File: src/rtl/smr_pkg.sv
// Package: constants and carriers for the serial mode readout port
package smr_pkg;

  localparam int MODE_W      = 4;
  localparam int CTRL_W      = 36;
  localparam int PART_W      = 24;
  localparam int STAT_W      = 28;
  localparam int COUNT_W     = 20;
  localparam int FLAG_W      = 4;
  localparam int DIV_W       = 16;
  localparam int OUT_W       = 7;

  // Mode codes
  localparam logic [3:0] MODE_FULL = 4'h1;
  localparam logic [3:0] MODE_PART = 4'h2;
  localparam logic [3:0] MODE_READ = 4'h3;

  // Control word field positions (first received bit is bit 0)
  localparam int DIV_LSB     = 0;
  localparam int OUT_LSB     = 16;
  localparam int RUN_POS     = 23;

  // Bits expected after the frame strobe rises
  localparam logic [5:0] FULL_BITS = 6'h24;
  localparam logic [5:0] PART_BITS = 6'h18;

  localparam logic [35:0] CTRL_RESET = 36'h0;

  typedef struct packed {
    logic [15:0] divider_word;
    logic [6:0]  port_out_bits;
    logic        meas_run;
    logic [11:0] other_bits;
  } smr_ctrl_s;

  typedef enum logic [3:0] {
    ST_IDLE = 4'b0001,
    ST_WRITE = 4'b0010,
    ST_READ = 4'b0100,
    ST_SKIP = 4'b1000
  } smr_state_e;

endpackage

File: src/rtl/smr_port.sv
// Serial mode, control write and status readout port
`timescale 1ns/1ps
// Overview of operation
// - 28-bit shift register carries port states, count and phase flags out.
// - Status snapshot is captured when readout mode becomes selected.
// - Port bit zero from pin zero, port bit one from pin one.
// - Count bits load from the 20-bit counter, MSB to MSB.
// - Four phase-error flags load from the unlock detector.
// - Only full write, partial write and readout modes exist; others invalid.
// - Mode fixed at strobe rising edge and held for the frame.
// - Mode 0001 loads all 36 control bits.
// - Mode 0010 loads divider, output bits and run bit; 12 unchanged.
// - Mode 0011 drives status on the serial output.
// - Invalid modes transfer nothing and leave control unchanged.
// - Readout presents port bit zero at strobe rise, shifts on falling clock.
// - Strobe fall ending readout forces serial output high.
// - After readout, output goes low on pin zero change or count done.
// - Measurement completion takes precedence over pin zero change.
// - Run bit 0 clears counter; run bit 1 starts and drives output high.
// - While run bit is 1, pin zero changes do not pull output low.
// - Live flags set on phase-error pulse, cleared at strobe rise.
module smr_port
(
  input  wire logic                clk,
  input  wire logic                reset,
  input  wire logic                frame_strobe,
  input  wire logic                shift_tick,
  input  wire logic                serial_in,
  input  wire logic                port_in_zero,
  input  wire logic                port_in_one,
  input  wire logic [19:0]         meas_count_bits,
  input  wire logic                meas_done,
  input  wire logic [3:0]          phase_err_pulse,
  output logic                     serial_out,
  output smr_pkg::smr_ctrl_s       ctrl,
  output logic                     meas_clear,
  output logic                     meas_start,
  output logic [3:0]               phase_err_flags
);

  // ----------------------------------------------------------------
  // Input synchronisers
  // ----------------------------------------------------------------
  // Pins are asynchronous to clk; two stages before any use
  logic [4:0] sync_a;
  logic [4:0] sync_b;
  logic [4:0] sync_c;
  always_ff @(posedge clk)
  begin
    sync_a <= {frame_strobe, shift_tick, serial_in, port_in_zero, port_in_one};
    sync_b <= sync_a;
    sync_c <= sync_b;
  end

  logic strobe_s;
  logic tick_s;
  logic din_s;
  logic pin0_s;
  logic pin1_s;
  assign strobe_s = sync_b[4];
  assign tick_s   = sync_b[3];
  assign din_s    = sync_b[2];
  assign pin0_s   = sync_b[1];
  assign pin1_s   = sync_b[0];

  logic strobe_rise;
  logic strobe_fall;
  logic tick_rise;
  logic tick_fall;
  logic pin0_change;
  assign strobe_rise = strobe_s & ~sync_c[4];
  assign strobe_fall = ~strobe_s & sync_c[4];
  assign tick_rise   = tick_s & ~sync_c[3];
  assign tick_fall   = ~tick_s & sync_c[3];
  assign pin0_change = pin0_s ^ sync_c[1];

  // ----------------------------------------------------------------
  // Frame sequencing
  // ----------------------------------------------------------------
  smr_pkg::smr_state_e state;
  logic [3:0]  mode_shift;
  logic [3:0]  mode;
  logic [35:0] rx_word;
  logic [5:0]  rx_count;
  logic [27:0] tx_shift;
  logic [3:0]  live_flags;

  // Mode bits arrive highest first while the strobe is low
  always_ff @(posedge clk)
  begin
    if (reset)
      mode_shift <= 4'h0;
    else if (!strobe_s && tick_rise)
      mode_shift <= {mode_shift[2:0], din_s};
  end

  always_ff @(posedge clk)
  begin
    if (reset)
    begin
      state <= smr_pkg::ST_IDLE;
      mode  <= 4'h0;
    end
    else if (strobe_rise)
    begin
      mode <= mode_shift;
      unique case (mode_shift)
        smr_pkg::MODE_FULL,
        smr_pkg::MODE_PART: state <= smr_pkg::ST_WRITE;
        smr_pkg::MODE_READ: state <= smr_pkg::ST_READ;
        default:            state <= smr_pkg::ST_SKIP;
      endcase
    end
    else if (strobe_fall)
      state <= smr_pkg::ST_IDLE;
  end

  // Control bits shift in from the top so bit 0 lands lowest
  always_ff @(posedge clk)
  begin
    if (reset || strobe_rise)
    begin
      rx_word  <= 36'h0;
      rx_count <= 6'h00;
    end
    else if (state == smr_pkg::ST_WRITE && tick_rise)
    begin
      rx_word <= {din_s, rx_word[35:1]};
      if (rx_count != 6'h3F)
        rx_count <= rx_count + 6'h01;
    end
  end

  // Partial frame leaves data in the top 24 bits; realign it
  logic [35:0] part_word;
  assign part_word = {12'h000, rx_word[35:12]};

  // ----------------------------------------------------------------
  // Control register
  // ----------------------------------------------------------------
  logic apply_full;
  logic apply_part;
  assign apply_full = strobe_fall && state == smr_pkg::ST_WRITE
                      && mode == smr_pkg::MODE_FULL
                      && rx_count == smr_pkg::FULL_BITS;
  assign apply_part = strobe_fall && state == smr_pkg::ST_WRITE
                      && mode == smr_pkg::MODE_PART
                      && rx_count == smr_pkg::PART_BITS;

  always_ff @(posedge clk)
  begin
    if (reset)
      ctrl <= smr_pkg::smr_ctrl_s'(smr_pkg::CTRL_RESET);
    else if (apply_full)
    begin
      ctrl.divider_word  <= rx_word[15:0];
      ctrl.port_out_bits <= rx_word[22:16];
      ctrl.meas_run      <= rx_word[smr_pkg::RUN_POS];
      ctrl.other_bits    <= rx_word[35:24];
    end
    else if (apply_part)
    begin
      ctrl.divider_word  <= part_word[15:0];
      ctrl.port_out_bits <= part_word[22:16];
      ctrl.meas_run      <= part_word[smr_pkg::RUN_POS];
    end
  end

  // Struct packs divider at the top, so both modes update field-wise

  logic new_run;
  logic run_write;
  assign run_write = apply_full | apply_part;
  // Run bit sits at a different rx_word position in each write mode
  assign new_run   = (mode == smr_pkg::MODE_FULL)
                     ? rx_word[smr_pkg::RUN_POS]
                     : part_word[smr_pkg::RUN_POS];

  always_ff @(posedge clk)
  begin
    if (reset)
    begin
      meas_clear <= 1'b0;
      meas_start <= 1'b0;
    end
    else
    begin
      meas_clear <= run_write && !new_run;
      meas_start <= run_write && new_run;
    end
  end

  // ----------------------------------------------------------------
  // Phase-error flags
  // ----------------------------------------------------------------
  // Set wins over the clear at strobe rise so no pulse is lost
  genvar g;
  generate
    for (g = 0; g < smr_pkg::FLAG_W; g++)
    begin : g_flag
      always_ff @(posedge clk)
      begin
        if (reset)
          live_flags[g] <= 1'b0;
        else if (phase_err_pulse[g])
          live_flags[g] <= 1'b1;
        else if (strobe_rise)
          live_flags[g] <= 1'b0;
      end
    end
  endgenerate

  always_ff @(posedge clk)
  begin
    if (reset)
      phase_err_flags <= 4'h0;
    else
      phase_err_flags <= live_flags;
  end

  // ----------------------------------------------------------------
  // Status shift and serial output
  // ----------------------------------------------------------------
  always_ff @(posedge clk)
  begin
    if (reset)
      tx_shift <= 28'h0;
    else if (strobe_rise && mode_shift == smr_pkg::MODE_READ)
      tx_shift <= {pin0_s,
                   pin1_s,
                   meas_count_bits,
                   2'h0,
                   live_flags[3], live_flags[2],
                   live_flags[1], live_flags[0]};
    else if (state == smr_pkg::ST_READ && tick_fall)
      tx_shift <= {tx_shift[26:0], 1'b1};
  end
  // Two zero bits before the flags put flag zero on the 27th falling tick

  logic watch;
  always_ff @(posedge clk)
  begin
    if (reset)
    begin
      serial_out <= 1'b1;
      watch      <= 1'b0;
    end
    else if (strobe_rise && mode_shift == smr_pkg::MODE_READ)
    begin
      serial_out <= pin0_s;
      watch      <= 1'b0;
    end
    else if (state == smr_pkg::ST_READ && strobe_fall)
    begin
      serial_out <= 1'b1;
      watch      <= 1'b1;
    end
    else if (state == smr_pkg::ST_READ)
    begin
      if (tick_fall)
        serial_out <= tx_shift[26];
    end
    else if (run_write && new_run)
      serial_out <= 1'b1;
    else if (watch && meas_done)
      serial_out <= 1'b0;
    else if (watch && pin0_change && !ctrl.meas_run)
      serial_out <= 1'b0;
  end

endmodule

File: config.mk
export PLATFORM = sky130hd
export DESIGN_NAME = smr_port
export DESIGN_NICKNAME = d
export VERILOG_FILES = /design/src/rtl/smr_pkg.sv /design/src/rtl/smr_port.sv
export SDC_FILE = /design/constraint.sdc
export NUM_CORES = 1
export LEC_CHECK = 0
export ABC_CLOCK_PERIOD_IN_PS = 4100
export BUFFER_PORTS_ARGS = -buffer_cell sky130_fd_sc_hd__buf_2
export CAP_MARGIN = 15
export CORE_UTILIZATION = 55
export DETAILED_ROUTE_END_ITERATION = 8
export PLACE_DENSITY = 0.77
export SYNTH_ARGS = -nofsm -noshare
export SYNTH_HDL_FRONTEND = slang
export SYNTH_SLANG_ARGS = --single-unit
File: constraint.sdc
create_clock -name clk -period 4.1 [get_ports clk]
set_input_delay 0.615 -clock clk [delete_from_list [all_inputs] [get_ports clk]]
set_output_delay 0.615 -clock clk [all_outputs]
set_load 0.005 [all_outputs]
==> summary.md, run 1 <==
| Metric | Value |
|---|---|
| Status | completed |
| Slew Viols, Final | 0 |
| Sequential area share after synthesis | 51.3% |
| Final period utilization | 72.2% |
| Cell Area, Placed | 5930 µm² |
| # Post-CTS Setup Buffers | 0 |
| WP data arrival | 3330 ps |
| RSZ-0062 raised after global routing | no |
| Fin. Hold Viols | 0 |
| Num rows | 36 |
| Die ar. | 10500 µm² |
| H-tree depth | 4 |
| Clock Tree Root | clkbuf_8 |
| Leading cell type in the layout, fill and taps excluded | dfxtp_1 |
| Final setup margin | 1140 ps |
| GR Overflow Total | 0 |
| GRT Total Usage | 22.5% |
| CP endpoint kind | flop |
| # port buffers | 74 |
| Reg area | 2840 µm² |
| Worst-path maximum fanout | 33 |
| Proportion of layout cells with a drive suffix above 1 | 21.4% |
| Syn nets | 620 |
| Async set-reset flop share out of synthesis | 0% |
| Vias in the first global route | 3787 |
| Global-route wire length before repair | 18.1 mm |
| Fin area | 6550 µm² |
| Crit-path cells | or4b_1, or4b_2, buf_4, mux2i_1, nor2_1 |
| Cells after Synth | 584 |
| Clk Latency, worst-skew pair | 530 ps |
| Slowest stage delay, CP | 1120 ps |
| WP buf/inv | 1 |
| Final min period | 2960 ps |
| Cell family with most CP delay | simple AND/OR/NAND/NOR gates |
| Final non-filler cell total | 786 |
| Post-synthesis cell area | 5540 µm² |
| I/O Pins | 75 |
| Crit-path slowest cell | or4b_2 |
| Die width | 102 µm |
| Final setup viols | 0 |
| # DRC | 0 |
| Post-cts resize count | 0 |
| GP Congestion | 0.802 |
| CP startpoint kind | flop |
| Final net count | 676 |
| Worst Tran Pin Value | 1010 ps |
| DRT iter0 DRCs | 192 |
| CTS tree | done |
| Synth warn | 0 |
| Cell variety after synth | 41 |
| CTS Buffer Depth | 2 |
| Largest net degree at the start of global routing | 88 |
| Syn Area/Cell | 9.49 µm² |
| Avg WL per Cell | 14.3 µm |
| Commonest cells after routing, fill and taps aside | 142 x dfxtp_1, 89 x nor2_1, 82 x nand2_1 |
| Pwr/cell area | 466 nW/µm² |
| Max-cap violation count | 0 |
| Post-layout util | 67.0% |
| Pre-CTS setup slack | 1150 ps |
| DRT antenna net count | 0 |
| Slew HR | 32.4% |
| Setup TNS | 0 ps |
| Critical path class | reg -> reg |
| Routed wire length | 11.2 mm |
| Die H | 102 µm |
| CTS Hold Buffers Added | 0 |
| Dpl hpwl | 7.01 mm |
| Skew final | 7.67 ps |
| Vias | 4240 |
| Hold slack | 185 ps |
| Area delta synth->final | 18.2% |
| Hold crit path type | in -> reg |
| Synth Register Bits | 142 |
| Ys flop type | dfxtp_1 |
| Leak pwr | 2.78 nW |
| Initial Util | 56.7% |
| Total design power | 3.05 mW |
| Core ar. | 9770 µm² |
| Via density | 5.39 |
| Initial antenna violation count | 0 |
| Clock Sinks | 142 |
| Fillcell total | 776 |
| N_diodes | 0 |
| Inserted Clock Buffers | 17 |
| Post-synth EDFFs | 0 |
| First-pass iteration count of the detailed router | 4 |
| Clk slew on worst S/H paths | 60 ps |
| Inst Count DP | 754 |
| Multi-input logic area | 2480 µm² |
| Peak supply drop | 0.000250 V |
| Critical path required time | 4470 ps |
| Fmax achieved | 338 MHz |
final timing paths:
kind / cells after the start / to / slack [ps] / startpoint
setup / recovery: 5 / ctrl[8] / 1140 / state[3]
hold reg to reg: 0 / sync_b[4] / 330 / sync_a[4]
setup reg to reg: 5 / ctrl[8] / 1140 / state[3]
hold / removal: 1 / sync_a[1] / 180 / port_in_zero
final cells by class:
cell class,instances,area share (%)
clock buffer,19,6.59
clock inverter,13,2.87
inverter,7,0.401
multi-input combinational,392,37.9
sequential,142,43.4
tap,133,2.54
timing repair buffer,80,6.34
Yosys cell counts, types with 2 or more instances:
cell type	count	area [µm²]
o21ai_0	7	35.0
nand2_1	82	308
dfxtp_1	142	2840
nor4b_1	2	17.5
a211oi_2	20	250
mux2i_1	68	681
buf_2	4	20.0
or4b_2	2	20.0
buf_6	3	33.8
a211o_1	2	17.5
nor2b_1	5	31.3
a21oi_1	49	245
or2_2	2	12.5
a211oi_1	27	203
xnor2_1	2	17.5
or4b_1	2	20.0
nor2_1	90	338
nand4_1	3	18.8
buf_4	2	15.0
and3_1	2	12.5
xor2_1	5	43.8
inv_1	7	26.3
nor3_1	3	15.0
clkbuf_1	33	124
ha_1	4	50.1
flip-flops by register name (all words and copies together), names as in the netlist, 3 cells and up:
register / count
ctrl: 36
live_flags: 4
mode: 4
mode_shift: 4
phase_err_flags: 4
rx_count: 6
rx_word: 36
state: 4
sync_a: 5
sync_b: 5
sync_c: 3
tx_shift: 27
where the power goes:
part | switching (mW) | total (mW) | internal [mW]
logic | 0.0412 | 0.0641 | 0.0229
registers | 0.00774 | 1.40 | 1.39
clock network | 0.582 | 1.59 | 1.01
cells by family (layout without fill, tap and decap cells):
logic type / count (synthesis) / after routing / synth area share, %
and+or+nand+nor: 202 / 202 / 15.8
DFF: 142 / 142 / 51.3
AOI/OAI and AO/OA: 110 / 110 / 14.3
muxes: 69 / 69 / 12.6
buffers and inverters: 50 / 119 / 4.02
xor gates and xnor gates: 7 / 7 / 1.11
adders and majority gates: 4 / 4 / 0.903
layer usage:
metal | track usage [%] | vias up | wire (µm)
li1 | - | 2122 | -
met5 | 0 | - | 0
met4 | 9.56 | 0 | 173
met3 | 6.02 | 20 | 408
met1 | 28.4 | 2005 | 5070
met2 | 36.6 | 93 | 5600
No activity file was read; power rests on OpenSTA's default activity.
==> inputs of run 2 (changes only) <==
- ABC_CLOCK_PERIOD_IN_PS: 4100 -> 2500
- CORE_UTILIZATION: 55 -> 51
- PLACE_DENSITY: 0.77 -> 0.75
- clock period: 4.1 -> 2.5 ns (I/O delays scaled with it)
==> run 2 against run 1 <==
  * Worst setup slack worse by 1000 ps
  * Critical path depth up 1
  * Worst hold slack worse by 120 ps
  * Clock skew up 1.8 ps
  * Final area up 1.6%
  * Die area up 7.7%
  * Flip-flop and latch count unchanged
  * Non-clock buffer count up 12
  * Wire length up 1.8%
  * Register-to-register slack worse by 1000 ps
  * Cell count up 1.8%
  * Fmax up 24%
  * Critical path type unchanged
  * Critical endpoint is now serial_out
  * Highest routed layer unchanged
==> summary.md, run 2 (synthesis results as in run 1) <==
| Metric | Value |
|---|---|
| # DRC | 0 |
| GR Overflow Total | 0 |
| Hold crit path type | in -> reg |
| Worst reg2reg endpoint | serial_out |
| Clk slew on worst S/H paths | 60 ps |
| Die ar. | 11300 µm² |
| Metal1 wirelength | 5.07 mm |
| # port buffers | 74 |
| Area delta synth->final | 20.0% |
| DRT antenna net count | 0 |
| Worst hold endpoint | live_flags[1] |
| Critical path required time | 2960 ps |
| DRT iter0 DRCs | 184 |
| Worst Tran Pin Value | 687 ps |
| Cell family with most CP delay | simple AND/OR/NAND/NOR gates |
| Clock Sinks | 142 |
| Avg WL per Cell | 14.3 µm |
| Clock Tree Root | clkbuf_8 |
| Skew final | 9.48 ps |
| Slew HR | 54.2% |
| Die H | 106 µm |
| WHS Path Cells | 3 |
| Top routing layer in use | met4 |
| Fmax achieved | 419 MHz |
| Num rows | 37 |
| Cell Area, Placed | 6010 µm² |
| Worst-path maximum fanout | 18 |
| CP endpoint kind | flop |
| Largest net degree at the start of global routing | 62 |
| N_diodes | 0 |
| CP startpoint kind | flop |
| GP Congestion | 0.805 |
| Fin area | 6650 µm² |
| Clk Latency, worst-skew pair | 520 ps |
| Initial antenna violation count | 0 |
| Regs by FF count | ctrl: 36 flops, rx_word: 36 flops, tx_shift: 27 flops |
| Final net count | 688 |
| Vias in the first global route | 4004 |
| Status | completed |
| Final period utilization | 95.5% |
| Proportion of layout cells with a drive suffix above 1 | 22.0% |
| Worst path most repeated cell | or4b_2 |
| CTS tree | done |
| Routed wire length | 11.5 mm |
| Via density | 5.33 |
| Crit-path slowest cell | or4b_2 |
| H-tree depth | 4 |
| Critical path depth | 6 |
| Slew Viols, Final | 0 |
| WP buf/inv | 1 |
| Met2 WL | 5.70 mm |
| WP data arrival | 2850 ps |
| Commonest cells after routing, fill and taps aside | 142 x dfxtp_1, 89 x nor2_1, 82 x nand2_1 |
| Peak supply drop | 0.000468 V |
| Vias | 4267 |
| Initial Util | 53.2% |
| GRT Total Usage | 21.3% |
| Worst Min Path Start | phase_err_pulse[1] |
| Total design power | 4.89 mW |
| Setup TNS | 0 ps |
| Inst Count DP | 764 |
| Core ar. | 10400 µm² |
| # Post-CTS Setup Buffers | 0 |
| CTS Buffer Depth | 2 |
| Max-cap violation count | 0 |
| Slowest stage delay, CP | 700 ps |
| Final non-filler cell total | 800 |
| FF-to-FF setup slack | 110 ps |
| Crit-path cells | or4b_2, or4b_2, buf_4, nor2_1, a211o_1, a221o_1 |
| RSZ-0062 raised after global routing | no |
| Inserted Clock Buffers | 17 |
| Leak pwr | 2.83 nW |
| Fin. Hold Viols | 0 |
| Post-layout util | 63.9% |
| Leading cell type in the layout, fill and taps excluded | dfxtp_1 |
| Die width | 106 µm |
| Dpl hpwl | 7.38 mm |
| WL met3 | 492 µm |
| Global-route wire length before repair | 18.9 mm |
| I/O Pins | 75 |
| Final min period | 2390 ps |
| Critical path class | reg -> reg |
| Final setup viols | 0 |
| First-pass iteration count of the detailed router | 4 |
| R2r startpoint | mode[3] |
| Pwr/cell area | 735 nW/µm² |
| Reg2Reg Depth | 6 |
run 2: cell types whose count changed in the layout (fill, tap and decap cells not counted):
| cell | before | now |
|---|---|---|
| clkinv_4 | 2 | 1 |
| clkbuf_8 | 2 | 3 |
| clkinv_2 | 2 | 4 |
| buf_12 | 0 | 2 |
| buf_6 | 0 | 1 |
| buf_4 | 6 | 10 |
| dlygate4sd3_1 | 0 | 5 |
| bufinv_16 | 4 | 3 |
| inv_6 | 2 | 0 |
run 2: area by class of cell:
type                       count  area (µm²)
clock buffer                  20         445
clock inverter                11         141
fill                         870        3760
inverter                       7        26.3
multi-input combinational    392        2480
sequential                   142        2840
tap                          136         170
timing repair buffer          92         547
run 2: worst max-delay path by stage:
| stage | from | to | slack, ps |
|---|---|---|---|
| floorplan | state[3] | ctrl[12] | 320 |
| global placement | mode[3] | ctrl[0] | 110 |
| detailed placement | mode[3] | ctrl[13] | 40 |
| CTS | mode[3] | ctrl[13] | 20 |
| global route | mode[3] | serial_out | 10 |
| finish | mode[3] | serial_out | 110 |
run 2: power breakdown:
part,switching [mW],internal (mW)
clock network,0.911,1.56
registers,0.0135,2.29
logic,0.0709,0.0480
total,0.996,3.89
run 2: what timing repair did:
item | 4_1_cts | 5_1_grt
resized for setup | 0 | 1
setup endpoints to repair | 0 | 15
hold endpoints to repair | 5 | 0
hold buffers | 5 | 0
run 2: through the flow:
step	worst slack (ps)	hold slack, ps
after floorplan	316	310
after global placement	106	311
after detailed placement	37.3	312
after CTS	22.8	43.7
after global routing	14.7	67.2
final	112	60.8
run 2: worst reg2reg max path, stage by stage (launching register included):
cell and delay, ps:
dfxtp_1 330, or4b_2 710, or4b_2 700, buf_4 260
nor2_1 120, a211o_1 100, a221o_1 120
run 2: layer usage:
metal / vias to the layer above / global-route usage, %
met5: - / 0
met4: 0 / 8.93
met3: 19 / 5.82
met2: 108 / 35.8
met1: 1994 / 25.7
li1: 2146 / -
